<file path="config.mk">
export PLATFORM = sky130hd
export DESIGN_NAME = accel_ctrl_regs
export DESIGN_NICKNAME = d
export VERILOG_FILES = /design/src/pkg/accel_ctrl_pkg.sv /design/src/accel_ctrl_regs.sv
export SDC_FILE = /design/constraint.sdc
export NUM_CORES = 1
export LEC_CHECK = 0
export BUFFER_PORTS_ARGS = -buffer_cell sky130_fd_sc_hd__buf_2
export CAP_MARGIN = 20
export CORE_ASPECT_RATIO = 1.75
export CORE_UTILIZATION = 35
export CTS_BUF_LIST = sky130_fd_sc_hd__clkbuf_4 sky130_fd_sc_hd__clkbuf_8
export DETAILED_ROUTE_END_ITERATION = 7
export MAX_ROUTING_LAYER = met4
export PLACE_DENSITY = 0.65
export SLEW_MARGIN = 40
export SYNTH_ARGS = -nofsm -noshare
export SYNTH_HDL_FRONTEND = slang
export SYNTH_SLANG_ARGS = --single-unit
</file>
<file path="constraint.sdc">
create_clock -name hclk -period 2.45 [get_ports hclk]
set_input_delay 0.3675 -clock hclk [delete_from_list [all_inputs] [get_ports hclk]]
set_output_delay 0.3675 -clock hclk [all_outputs]
set_load 0.005 [all_outputs]
</file>
<file path="src/pkg/accel_ctrl_pkg.sv">
package accel_ctrl_pkg;

  // ****************************************
  // Register byte offsets
  // ****************************************
  localparam logic [7:0] OFF_CTRL      = 8'h00;
  localparam logic [7:0] OFF_GIE       = 8'h04;
  localparam logic [7:0] OFF_IER_SET   = 8'h08;
  localparam logic [7:0] OFF_IER_CLR   = 8'h0C;
  localparam logic [7:0] OFF_ISR       = 8'h10;
  localparam logic [7:0] OFF_IN_DATA   = 8'h14;
  localparam logic [7:0] OFF_IN_CTRL   = 8'h18;
  localparam logic [7:0] OFF_OUT_DATA  = 8'h1C;
  localparam logic [7:0] OFF_OUT_CTRL  = 8'h20;

  // ****************************************
  // Register fields and reset values
  // ****************************************
  localparam int CTRL_GO       = 0;
  localparam int CTRL_FINISHED = 1;
  localparam int CTRL_QUIET    = 2;
  localparam int CTRL_ACCEPT   = 3;
  localparam int CTRL_RESUME   = 4;
  localparam int CTRL_AUTO     = 7;

  localparam int IN_VALID_BIT  = 0;
  localparam int IN_TAKEN_BIT  = 1;
  localparam int OUT_VALID_BIT = 0;
  localparam int OUT_TAKEN_BIT = 1;

  localparam int IRQ_SRC_FINISHED = 0;
  localparam int IRQ_SRC_ACCEPT   = 1;

  localparam logic [31:0] RESET_WORD = 32'h0000_0000;
  localparam logic [1:0]  IRQ_RESET  = 2'h0;

  // ****************************************
  // Core handshake bundles
  // ****************************************
  typedef struct packed {
    logic finished;
    logic quiescent;
    logic input_accept;
  } core_status_s;

  typedef struct packed {
    logic go;
    logic resume_permit;
  } core_cmd_s;

  typedef enum logic [1:0] {
    PROTO_NONE  = 2'b00,
    PROTO_VALID = 2'b01,
    PROTO_ACK   = 2'b10,
    PROTO_FULL  = 2'b11
  } param_proto_e;

endpackage

</file>
<file path="src/accel_ctrl_regs.sv">
// The AHB-Lite slave port and the placing of the registers were decided locally.
`timescale 1ns/1ps
module accel_ctrl_regs #(
  parameter int                            DATA_W     = 32,
  parameter logic                          HAS_GO     = 1'b1,
  parameter logic                          HAS_RESUME = 1'b1,
  parameter logic                          CHAINED    = 1'b0,
  parameter accel_ctrl_pkg::param_proto_e  IN_PROTO   = accel_ctrl_pkg::PROTO_FULL,
  parameter accel_ctrl_pkg::param_proto_e  OUT_PROTO  = accel_ctrl_pkg::PROTO_FULL
) (
  input  wire logic                        hclk,
  input  wire logic                        hresetn,
  input  wire logic                        hsel,
  input  wire logic [31:0]                 haddr,
  input  wire logic [1:0]                  htrans,
  input  wire logic                        hwrite,
  input  wire logic [2:0]                  hsize,
  input  wire logic [31:0]                 hwdata,
  input  wire logic                        hready,
  output logic      [31:0]                 hrdata,
  output logic                             hreadyout,
  output logic                             hresp,
  input  wire accel_ctrl_pkg::core_status_s core_status,
  output accel_ctrl_pkg::core_cmd_s        core_cmd,
  output logic      [DATA_W-1:0]           scalar_param_in,
  output logic                             param_valid_flag_in,
  input  wire logic                        param_taken_flag_in,
  input  wire logic [DATA_W-1:0]           scalar_param_out,
  input  wire logic                        param_valid_flag_out,
  output logic                             param_taken_flag_out,
  output logic                             irq
);
  import accel_ctrl_pkg::*;

  // ****************************************
  // Bus address phase capture
  // ****************************************
  logic        wr_pend;
  logic [7:0]  addr_q;

  wire       addr_take = hsel & hready & htrans[1];
  wire       wr_now    = wr_pend;
  wire       rd_take   = addr_take & ~hwrite;
  wire [7:0] rd_addr   = haddr[7:0];

  always_ff @(posedge hclk or negedge hresetn) begin
    if (!hresetn) begin
      wr_pend <= 1'b0;
      addr_q  <= 8'h00;
    end else begin
      wr_pend <= addr_take & hwrite;
      if (addr_take) begin
        addr_q <= haddr[7:0];
      end
    end
  end

  function automatic logic hit(input logic [7:0] a, input logic [7:0] off);
    return a == off;
  endfunction

  wire wr_ctrl    = wr_now & hit(addr_q, OFF_CTRL);
  wire wr_gie     = wr_now & hit(addr_q, OFF_GIE);
  wire wr_ier_set = wr_now & hit(addr_q, OFF_IER_SET);
  wire wr_ier_clr = wr_now & hit(addr_q, OFF_IER_CLR);
  wire wr_isr     = wr_now & hit(addr_q, OFF_ISR);
  wire wr_in_data = wr_now & hit(addr_q, OFF_IN_DATA);
  wire wr_in_ctrl = wr_now & hit(addr_q, OFF_IN_CTRL);
  wire wr_out_ctl = wr_now & hit(addr_q, OFF_OUT_CTRL);

  // ****************************************
  // Core status, same clock, no synchroniser
  // ****************************************
  wire finished     = core_status.finished;
  wire quiescent    = core_status.quiescent;
  wire input_accept = core_status.input_accept;

  // ****************************************
  // Block control: go, resume, auto restart
  // ****************************************
  logic go;
  logic resume;
  logic auto_restart;

  wire sw_go      = wr_ctrl & hwdata[CTRL_GO];
  wire sw_resume  = wr_ctrl & hwdata[CTRL_RESUME];
  wire auto_go    = auto_restart & (CHAINED ? input_accept : finished);
  wire auto_res   = auto_restart & CHAINED & finished;
  wire go_drop    = ~auto_restart & (CHAINED ? input_accept : finished);
  wire next_go    = HAS_GO & (sw_go | auto_go | (go & ~go_drop));
  wire next_res   = HAS_RESUME & (sw_resume | auto_res);

  always_ff @(posedge hclk or negedge hresetn) begin
    if (!hresetn) begin
      go           <= 1'b0;
      resume       <= 1'b0;
      auto_restart <= 1'b0;
    end else begin
      go     <= next_go;
      resume <= next_res;
      if (wr_ctrl) begin
        auto_restart <= hwdata[CTRL_AUTO];
      end
    end
  end

  // ****************************************
  // Scalar arguments
  // ****************************************
  logic [DATA_W-1:0] in_value;
  logic              in_valid;
  logic              out_taken;

  wire in_has_valid  = IN_PROTO[0];
  wire out_has_ack   = OUT_PROTO[1];
  wire next_in_valid = in_has_valid & wr_in_ctrl & hwdata[IN_VALID_BIT];
  wire next_out_tkn  = out_has_ack & wr_out_ctl & hwdata[OUT_TAKEN_BIT];

  always_ff @(posedge hclk or negedge hresetn) begin
    if (!hresetn) begin
      in_value  <= '0;
      in_valid  <= 1'b0;
      out_taken <= 1'b0;
    end else begin
      if (wr_in_data) begin
        in_value <= hwdata[DATA_W-1:0];
      end
      in_valid  <= next_in_valid;
      out_taken <= next_out_tkn;
    end
  end

  // ****************************************
  // Interrupt unit
  // ****************************************
  logic       gie;
  logic [1:0] ier;
  logic [1:0] isr;

  wire [1:0] src_event  = {input_accept, finished};
  wire [1:0] isr_toggle = wr_isr ? hwdata[1:0] : 2'b00;
  wire [1:0] next_ier   = (ier | (wr_ier_set ? hwdata[1:0] : 2'b00))
                          & ~(wr_ier_clr ? hwdata[1:0] : 2'b00);
  // Hardware set wins over a toggle in the same cycle
  wire [1:0] next_isr   = src_event | (isr ^ isr_toggle);
  wire       next_irq   = HAS_GO & gie & |(isr & ier);

  always_ff @(posedge hclk or negedge hresetn) begin
    if (!hresetn) begin
      gie <= 1'b0;
      ier <= IRQ_RESET;
      isr <= IRQ_RESET;
      irq <= 1'b0;
    end else begin
      if (wr_gie) begin
        gie <= HAS_GO & hwdata[0];
      end
      ier <= HAS_GO ? next_ier : IRQ_RESET;
      isr <= HAS_GO ? next_isr : IRQ_RESET;
      irq <= next_irq;
    end
  end

  // ****************************************
  // Read mux
  // ****************************************
  logic [31:0] rd_word;

  wire [31:0] ctrl_word = {24'h000000, auto_restart, 2'b00, resume,
                           input_accept, quiescent, finished, go};
  wire [31:0] out_ctrl  = {30'h00000000, out_taken, param_valid_flag_out};
  wire [31:0] in_ctrl   = {30'h00000000, param_taken_flag_in, in_valid};
  wire [31:0] out_data  = 32'(scalar_param_out);

  always_comb begin
    case (rd_addr)
      OFF_CTRL:     rd_word = ctrl_word;
      OFF_GIE:      rd_word = {31'h00000000, gie};
      OFF_IER_SET:  rd_word = {30'h00000000, ier};
      OFF_IER_CLR:  rd_word = {30'h00000000, ier};
      OFF_ISR:      rd_word = {30'h00000000, isr};
      OFF_IN_DATA:  rd_word = 32'(in_value);
      OFF_IN_CTRL:  rd_word = in_ctrl;
      OFF_OUT_DATA: rd_word = out_data;
      OFF_OUT_CTRL: rd_word = out_ctrl;
      default:      rd_word = RESET_WORD;
    endcase
  end

  // Sampled at the address edge; a read right behind a write sees the old value
  always_ff @(posedge hclk or negedge hresetn) begin
    if (!hresetn) begin
      hrdata <= RESET_WORD;
    end else begin
      hrdata <= rd_take ? rd_word : RESET_WORD;
    end
  end

  assign hreadyout = 1'b1;
  assign hresp     = 1'b0;

  // ****************************************
  // Core-facing outputs
  // ****************************************
  assign core_cmd               = {go, resume};
  assign scalar_param_in        = in_value;
  assign param_valid_flag_in    = in_valid;
  assign param_taken_flag_out   = out_taken;

  // ****************************************
  // Checks
  // ****************************************
  a_go_on_start: assert property (@(posedge hclk) disable iff (!hresetn)
    (wr_ctrl && hwdata[CTRL_GO] && HAS_GO) |=> core_cmd.go)
    else $error("go not raised after start write");

  a_auto_go: assert property (@(posedge hclk) disable iff (!hresetn)
    (auto_restart && !CHAINED && finished && HAS_GO) |=> core_cmd.go)
    else $error("auto restart did not raise go");

  a_chain_resume: assert property (@(posedge hclk) disable iff (!hresetn)
    (auto_restart && CHAINED && finished && HAS_RESUME) |=> core_cmd.resume_permit)
    else $error("chained resume missing");

  a_resume_cmd: assert property (@(posedge hclk) disable iff (!hresetn)
    (wr_ctrl && hwdata[CTRL_RESUME] && HAS_RESUME) |=> core_cmd.resume_permit)
    else $error("resume not raised");

  a_param_write: assert property (@(posedge hclk) disable iff (!hresetn)
    wr_in_data |=> (scalar_param_in == $past(hwdata[DATA_W-1:0])))
    else $error("scalar input not written");

  a_ier_set: assert property (@(posedge hclk) disable iff (!hresetn)
    (wr_ier_set && !wr_ier_clr && HAS_GO) |=> ((ier & $past(hwdata[1:0])) == $past(hwdata[1:0])))
    else $error("enable set failed");

  a_ier_clr: assert property (@(posedge hclk) disable iff (!hresetn)
    wr_ier_clr |=> ((ier & $past(hwdata[1:0])) == 2'b00))
    else $error("enable clear failed");

  a_isr_event: assert property (@(posedge hclk) disable iff (!hresetn)
    (finished && HAS_GO) |=> isr[IRQ_SRC_FINISHED])
    else $error("finished event not latched");

  a_irq_gate: assert property (@(posedge hclk) disable iff (!hresetn)
    !gie |=> !irq)
    else $error("irq while globally disabled");

  a_irq_raise: assert property (@(posedge hclk) disable iff (!hresetn)
    (gie && |(isr & ier)) |=> irq)
    else $error("irq not raised");

  a_finished_read: assert property (@(posedge hclk) disable iff (!hresetn)
    (rd_take && rd_addr == OFF_CTRL) |=> hrdata[CTRL_FINISHED] == $past(finished))
    else $error("finished bit read wrong");

  a_quiet_read: assert property (@(posedge hclk) disable iff (!hresetn)
    (rd_take && rd_addr == OFF_CTRL) |=> hrdata[CTRL_QUIET] == $past(quiescent))
    else $error("quiescent bit read wrong");

  a_accept_read: assert property (@(posedge hclk) disable iff (!hresetn)
    (rd_take && rd_addr == OFF_CTRL) |=> hrdata[CTRL_ACCEPT] == $past(input_accept))
    else $error("accept bit read wrong");

  a_out_data_read: assert property (@(posedge hclk) disable iff (!hresetn)
    (rd_take && rd_addr == OFF_OUT_DATA) |=> hrdata == $past(out_data))
    else $error("scalar output read wrong");

  a_out_valid_read: assert property (@(posedge hclk) disable iff (!hresetn)
    (rd_take && rd_addr == OFF_OUT_CTRL) |=> hrdata[OUT_VALID_BIT] == $past(param_valid_flag_out))
    else $error("output valid read wrong");

  a_in_taken_read: assert property (@(posedge hclk) disable iff (!hresetn)
    (rd_take && rd_addr == OFF_IN_CTRL) |=> hrdata[IN_TAKEN_BIT] == $past(param_taken_flag_in))
    else $error("input taken read wrong");

  a_enable_read: assert property (@(posedge hclk) disable iff (!hresetn)
    (rd_take && rd_addr == OFF_IER_SET) |=> hrdata[1:0] == $past(ier))
    else $error("enable mask read wrong");

  a_status_read: assert property (@(posedge hclk) disable iff (!hresetn)
    (rd_take && rd_addr == OFF_ISR) |=> hrdata[1:0] == $past(isr))
    else $error("status mask read wrong");

  a_valid_pulse: assert property (@(posedge hclk) disable iff (!hresetn)
    (wr_in_ctrl && hwdata[IN_VALID_BIT] && in_has_valid) |=> param_valid_flag_in)
    else $error("input valid not raised");

  a_valid_drop: assert property (@(posedge hclk) disable iff (!hresetn)
    !wr_in_ctrl |=> !param_valid_flag_in)
    else $error("input valid longer than one cycle");

  a_taken_pulse: assert property (@(posedge hclk) disable iff (!hresetn)
    (wr_out_ctl && hwdata[OUT_TAKEN_BIT] && out_has_ack) |=> param_taken_flag_out)
    else $error("output taken not raised");

  a_taken_drop: assert property (@(posedge hclk) disable iff (!hresetn)
    !wr_out_ctl |=> !param_taken_flag_out)
    else $error("output taken longer than one cycle");

  a_resume_drop: assert property (@(posedge hclk) disable iff (!hresetn)
    (!sw_resume && !auto_res) |=> !core_cmd.resume_permit)
    else $error("resume without a cause");

  a_chain_go: assert property (@(posedge hclk) disable iff (!hresetn)
    (auto_restart && CHAINED && input_accept && HAS_GO) |=> core_cmd.go)
    else $error("chained restart did not raise go");

  a_go_drop: assert property (@(posedge hclk) disable iff (!hresetn)
    (!auto_restart && !CHAINED && finished && !sw_go) |=> !core_cmd.go)
    else $error("go held past finish");

  a_go_hold: assert property (@(posedge hclk) disable iff (!hresetn)
    (core_cmd.go && !finished && !input_accept) |=> core_cmd.go)
    else $error("go dropped early");

  a_gie_write: assert property (@(posedge hclk) disable iff (!hresetn)
    (wr_gie && HAS_GO) |=> gie == $past(hwdata[0]))
    else $error("global enable not written");

  a_accept_event: assert property (@(posedge hclk) disable iff (!hresetn)
    (input_accept && HAS_GO) |=> isr[IRQ_SRC_ACCEPT])
    else $error("accept event not latched");

  a_isr_toggle: assert property (@(posedge hclk) disable iff (!hresetn)
    (wr_isr && src_event == 2'b00 && HAS_GO) |=> isr == ($past(isr) ^ $past(hwdata[1:0])))
    else $error("status toggle failed");

  a_irq_drop: assert property (@(posedge hclk) disable iff (!hresetn)
    !(|(isr & ier)) |=> !irq)
    else $error("irq without enabled status");

  a_auto_write: assert property (@(posedge hclk) disable iff (!hresetn)
    wr_ctrl |=> auto_restart == $past(hwdata[CTRL_AUTO]))
    else $error("auto restart not written");

  a_ier_keep: assert property (@(posedge hclk) disable iff (!hresetn)
    (!wr_ier_set && !wr_ier_clr) |=> $stable(ier))
    else $error("enables changed without write");

  a_param_keep: assert property (@(posedge hclk) disable iff (!hresetn)
    !wr_in_data |=> $stable(scalar_param_in))
    else $error("scalar input changed without write");

  a_gie_keep: assert property (@(posedge hclk) disable iff (!hresetn)
    !wr_gie |=> $stable(gie))
    else $error("global enable changed without write");

  a_gie_clear: assert property (@(posedge hclk) disable iff (!hresetn)
    (wr_gie && !hwdata[0]) |=> !gie)
    else $error("global enable not cleared");

endmodule

</file>
# After elaboration in Yosys (flattened, before gate mapping)
# Index checks and enable logic that the tools add are counted.
# Widths: inputs -> output; s select.
# classes
eq_ne,15
mux,5
bitwise_logic,31
reduce_logical,4
# ops
op,count
$pmux 32 s8,1
$eq 8x5->1 const B,7
$eq 8x4->1 const B,4
$mux 32,1
$and 1x1->1,20
$eq 8x3->1 const B,2
$eq 8x6->1 const B,2
$logic_not 8->1,2
$mux 2,3
$and 2x2->2,2
$or 2x2->2,2
$reduce_or 2->1,2
$not 1->1,3
$not 2->2,1
$or 1x1->1,2
$xor 2x2->2,1
# totals
register_bits,84
input_bits,111
word_cells,68

# Longest topological paths before layout
# depth
depth_word,5
depth_mapped,6
ltp_nobuf,4

# Least setup slack after synthesis
# Ideal clock, no wire load.
# synth_timing
path_type,input to register
startpoint,input haddr[1]
endpoint,register hrdata[2]
arrival_ns,1.643
path_slack_ns,0.734
cell_stages,6
n_path_buf,2
cell_sequence,or4_1 > buf_2 > and4bb_4 > buf_6 > a222oi_1 > nor2_1
# synth_between
elab_chain_cells,4
# synth_rtl
item,line,text
start: declaration,accel_ctrl_regs.sv:14,"input wire logic [31:0] haddr,"
$eq 8x4->1,accel_ctrl_regs.sv:176,case (rd_addr)
$reduce_or 2->1 (no source line),n/a,
$pmux 32 s8 *,accel_ctrl_regs.sv:176,
$mux 32 *,accel_ctrl_regs.sv:195,hrdata <= rd_take ? rd_word : RESET_WORD;
end signal: assignment,accel_ctrl_regs.sv:195,
end: declaration,accel_ctrl_regs.sv:20,"output logic [31:0] hrdata,"
# Every way passes the cells marked *; elsewhere a longest branch is shown, timed or not.
# A chain may end at the register's enable or synchronous reset.

# Worst setup path after layout
# layout_timing
startpoint,register addr_q[7]
endpoint,register auto_restart
# layout_between
elab_chain_cells,2
# layout_rtl
item,line,text
start: declaration,accel_ctrl_regs.sv:39,logic [7:0] addr_q;
start signal: assignment,accel_ctrl_regs.sv:53,addr_q <= haddr[7:0];
$logic_not 8->1,accel_ctrl_regs.sv:59,return a == off;
$and 1x1->1,accel_ctrl_regs.sv:62,"wire wr_ctrl = wr_now & hit(addr_q, OFF_CTRL);"
end signal: assignment,accel_ctrl_regs.sv:102,auto_restart <= hwdata[CTRL_AUTO];
end: declaration,accel_ctrl_regs.sv:83,logic auto_restart;
# No other way between the ends.

==> results.cfg <==
[drt]
drc = 0
avgViaCountPerCell = 5.01
ant_nets = 0
num_vias = 2762
drt_pre_antenna_iters = 4
finalWirelength_microns = 9070
drt-initial-drc-count = 135
route.detailed.wl_per_inst_microns = 16.5

[worst_setup_path]
crit_path_start_kind = flip-flop
ff2ff_setup_slack_ns = 0.68
cp-end-kind = flip-flop
worstPathMaxFanout = 5
worstPathRequired_ns = 2.70
cp_slowest_cell = dfrtp_1
path_cells = nor3b_2 > nor3b_1 > buf_4 > and2_1 > mux2_2
worstSetupPathType = reg -> reg
worst-path-buf-inv = 1
max_stage_delay_ns = 0.39
critPathTopFamily = simple AND/OR/NAND/NOR gates
worst_ep_arrival_time_ns = 2.02

[clock_tree]
hold_buffers = 0
cts_setup_buffers = 0
clk_path_buf_depth = 2
clock_sinks = 84
cts_root_buf = clkbuf_8
cts_made_buffers = 9
htree_levels = 3
cts_tree = built
clk_pin_slew_ns = 0.09
clk_latency_ns = 0.35
cts_resized = 0

[status]
status = complete, no violations

[floorplan]
die_width_microns = 77.3
num_io_pins = 182
num_rows = 47
dieArea_sq_mm = 0.0103
core_area_sq_mm = 0.00953
die_h_microns = 134
start_util = 0.365

[final_layout]
syn2layout_area_growth_pct = 31.7
antennaDiodeCount = 0
final_util = 0.480
drive_gt1_frac = 0.517
final_nets = 536

[placed_design]
gp_congestion = 0.837
portBuffers = 151
hpwl_microns = 6790

[yosys]
yosysWarnings = 0
avgSynthCellArea_sq_um = 12.8
syn_nets = 383
ys.flop_type = dfrtp_1
syn_area_sq_mm = 0.00348
synthCells = 272
ys_async_sr_fraction = 1.00
yosysSeqAreaShare = 0.605
synth-seq-cells = 84
ys_types = 37
synth_edf_count = 0

[grt]
grt_antenna_before_repair = 0
grt_max_degree = 45
grt_overflow = 0
grt_pass1_wl_microns = 14300
track_usage = 0.188
grt_pass1_vias = 2814

[sta]
setup_viol = 0
maxSlewViolCount = 0
setup_tns_ns = 0
min_period_ns = 1.77
fin_skew_ns = 0.0156
slew-limit-headroom = 0.481
worst_pin_slew_ns = 0.778
hold_violations = 0
fmax_ghz = 0.565
fin_crit_sh = 0.722
rsz0062_at_grt = no

[pwr]
pwr_density_cell_mw_per_mm2 = 575
power_leakage_nw = 2.22
ir_drop_mv = 0.286

[job]
maxCapViolations = 0

[min_path]
hp-class = in -> async
where the power goes:
part / switching, mW / internal, mW
clock: 0.478 / 0.414
combinational: 0.114 / 0.133
sequential: 0.0483 / 1.44
total: 0.640 / 1.99
area by class of cell:
class                           count  area [sq um]
Timing Repair Buffer              163           886
Clock inverter                      4          25.0
Fill cell                         916          4950
Clock buffer                       11           151
Inverter                            4          15.0
Multi-Input combinational cell    163          1240
Tap cell                          122           153
Sequential cell                    84          2100
flip-flops by register name (all words and copies together), names as in the netlist:
signal and cells:
param_valid_flag_in 1, auto_restart 1, go 1, gie 1, wr_now 1, scalar_param_in 32
hrdata 32, addr_q 8, irq 1, resume 1, isr 2, ier 2
param_taken_flag_out 1
per-stage QoR:
stage	hold WS, ns	instances	area (sq um)	worst slack [ns]	power [mW]
after floorplan	0.0719	272	3480	0.734	1.61
final	0.00456	551	4580	0.681	2.63
after CTS	0.00734	551	4580	0.701	2.67
after detailed placement	0.401	536	4400	0.370	1.77
after global routing	0.0364	551	4580	0.554	2.76
after global placement	0.390	536	4400	0.387	1.76
Yosys cell counts (3+ instances only):
cell       n  area, sq um
a222oi_1   4         40.0
a22oi_1   28          210
buf_2      7         35.0
buf_4      4         30.0
buf_6      3         33.8
clkbuf_1   7         26.3
dfrtp_1   84         2100
inv_1      4         15.0
mux2_2    39          439
mux2i_1    5         50.1
nand2_1    3         11.3
nand3_1    7         35.0
nand4_1    3         18.8
nor2_1    34          128
nor2b_1    4         25.0
nor3_1     3         15.0
nor3b_1    3         22.5
cells by family (layout without fill, tap and decap cells):
| logic type | Yosys count | in the layout | share of synthesized area |
|---|---|---|---|
| other cells | 2 | 2 | 0.00216 |
| simple gates | 73 | 73 | 0.112 |
| mux | 46 | 46 | 0.147 |
| xor+xnor | 2 | 2 | 0.00504 |
| flops | 84 | 84 | 0.605 |
| compound gates | 40 | 40 | 0.0889 |
| buf+inv | 25 | 182 | 0.0403 |
cell usage in the layout, fill, tap and decap left out, drive strengths merged, types with 2 or more instances in the layout:
master,count
nand3b,2
nor3,3
a22oi,28
or4,2
nand3,7
mux2i,5
o21ai,2
nand4,3
nand2,3
a31oi,2
conb,2
a222oi,4
nor3b,4
clkinvlp,2
dfrtp,84
nor2b,4
xor2,2
mux2,41
buf,163
a221o,2
clkbuf,11
inv,4
nor4b,2
nor2,34
clkinv,2
nand2b,2
and2,2
final timing paths:
kind                                            startpoint                              end  cells after the start
hold reg to reg            scalar_param_in[24]$_DFFE_PN0P_  scalar_param_in[24]$_DFFE_PN0P_                      1
setup reg to reg                     addr_q[7]$_DFFE_PN0P_         auto_restart$_DFFE_PN0N_                      5
setup / recovery                     addr_q[7]$_DFFE_PN0P_         auto_restart$_DFFE_PN0N_                      5
hold / removal                                     hresetn             hrdata[11]$_DFF_PN0_                      1
max in group asynchronous                          hresetn             hrdata[22]$_DFF_PN0_                      2
min in group hclk                           core_status[0]                 isr[1]$_DFF_PN0_                      2
layer usage:
| metal | wire length, microns | part of all wire | up-vias | global-route usage |
|---|---|---|---|---|
| met5 | 0 | 0 | - | - |
| met4 | 315 | 0.035 | 0 | 0.102 |
| met3 | 409 | 0.045 | 24 | 0.0306 |
| met2 | 5030 | 0.55 | 113 | 0.335 |
| met1 | 3310 | 0.37 | 1344 | 0.195 |
| li1 | - | - | 1281 | - |
(Power assumes the default switching activity.)
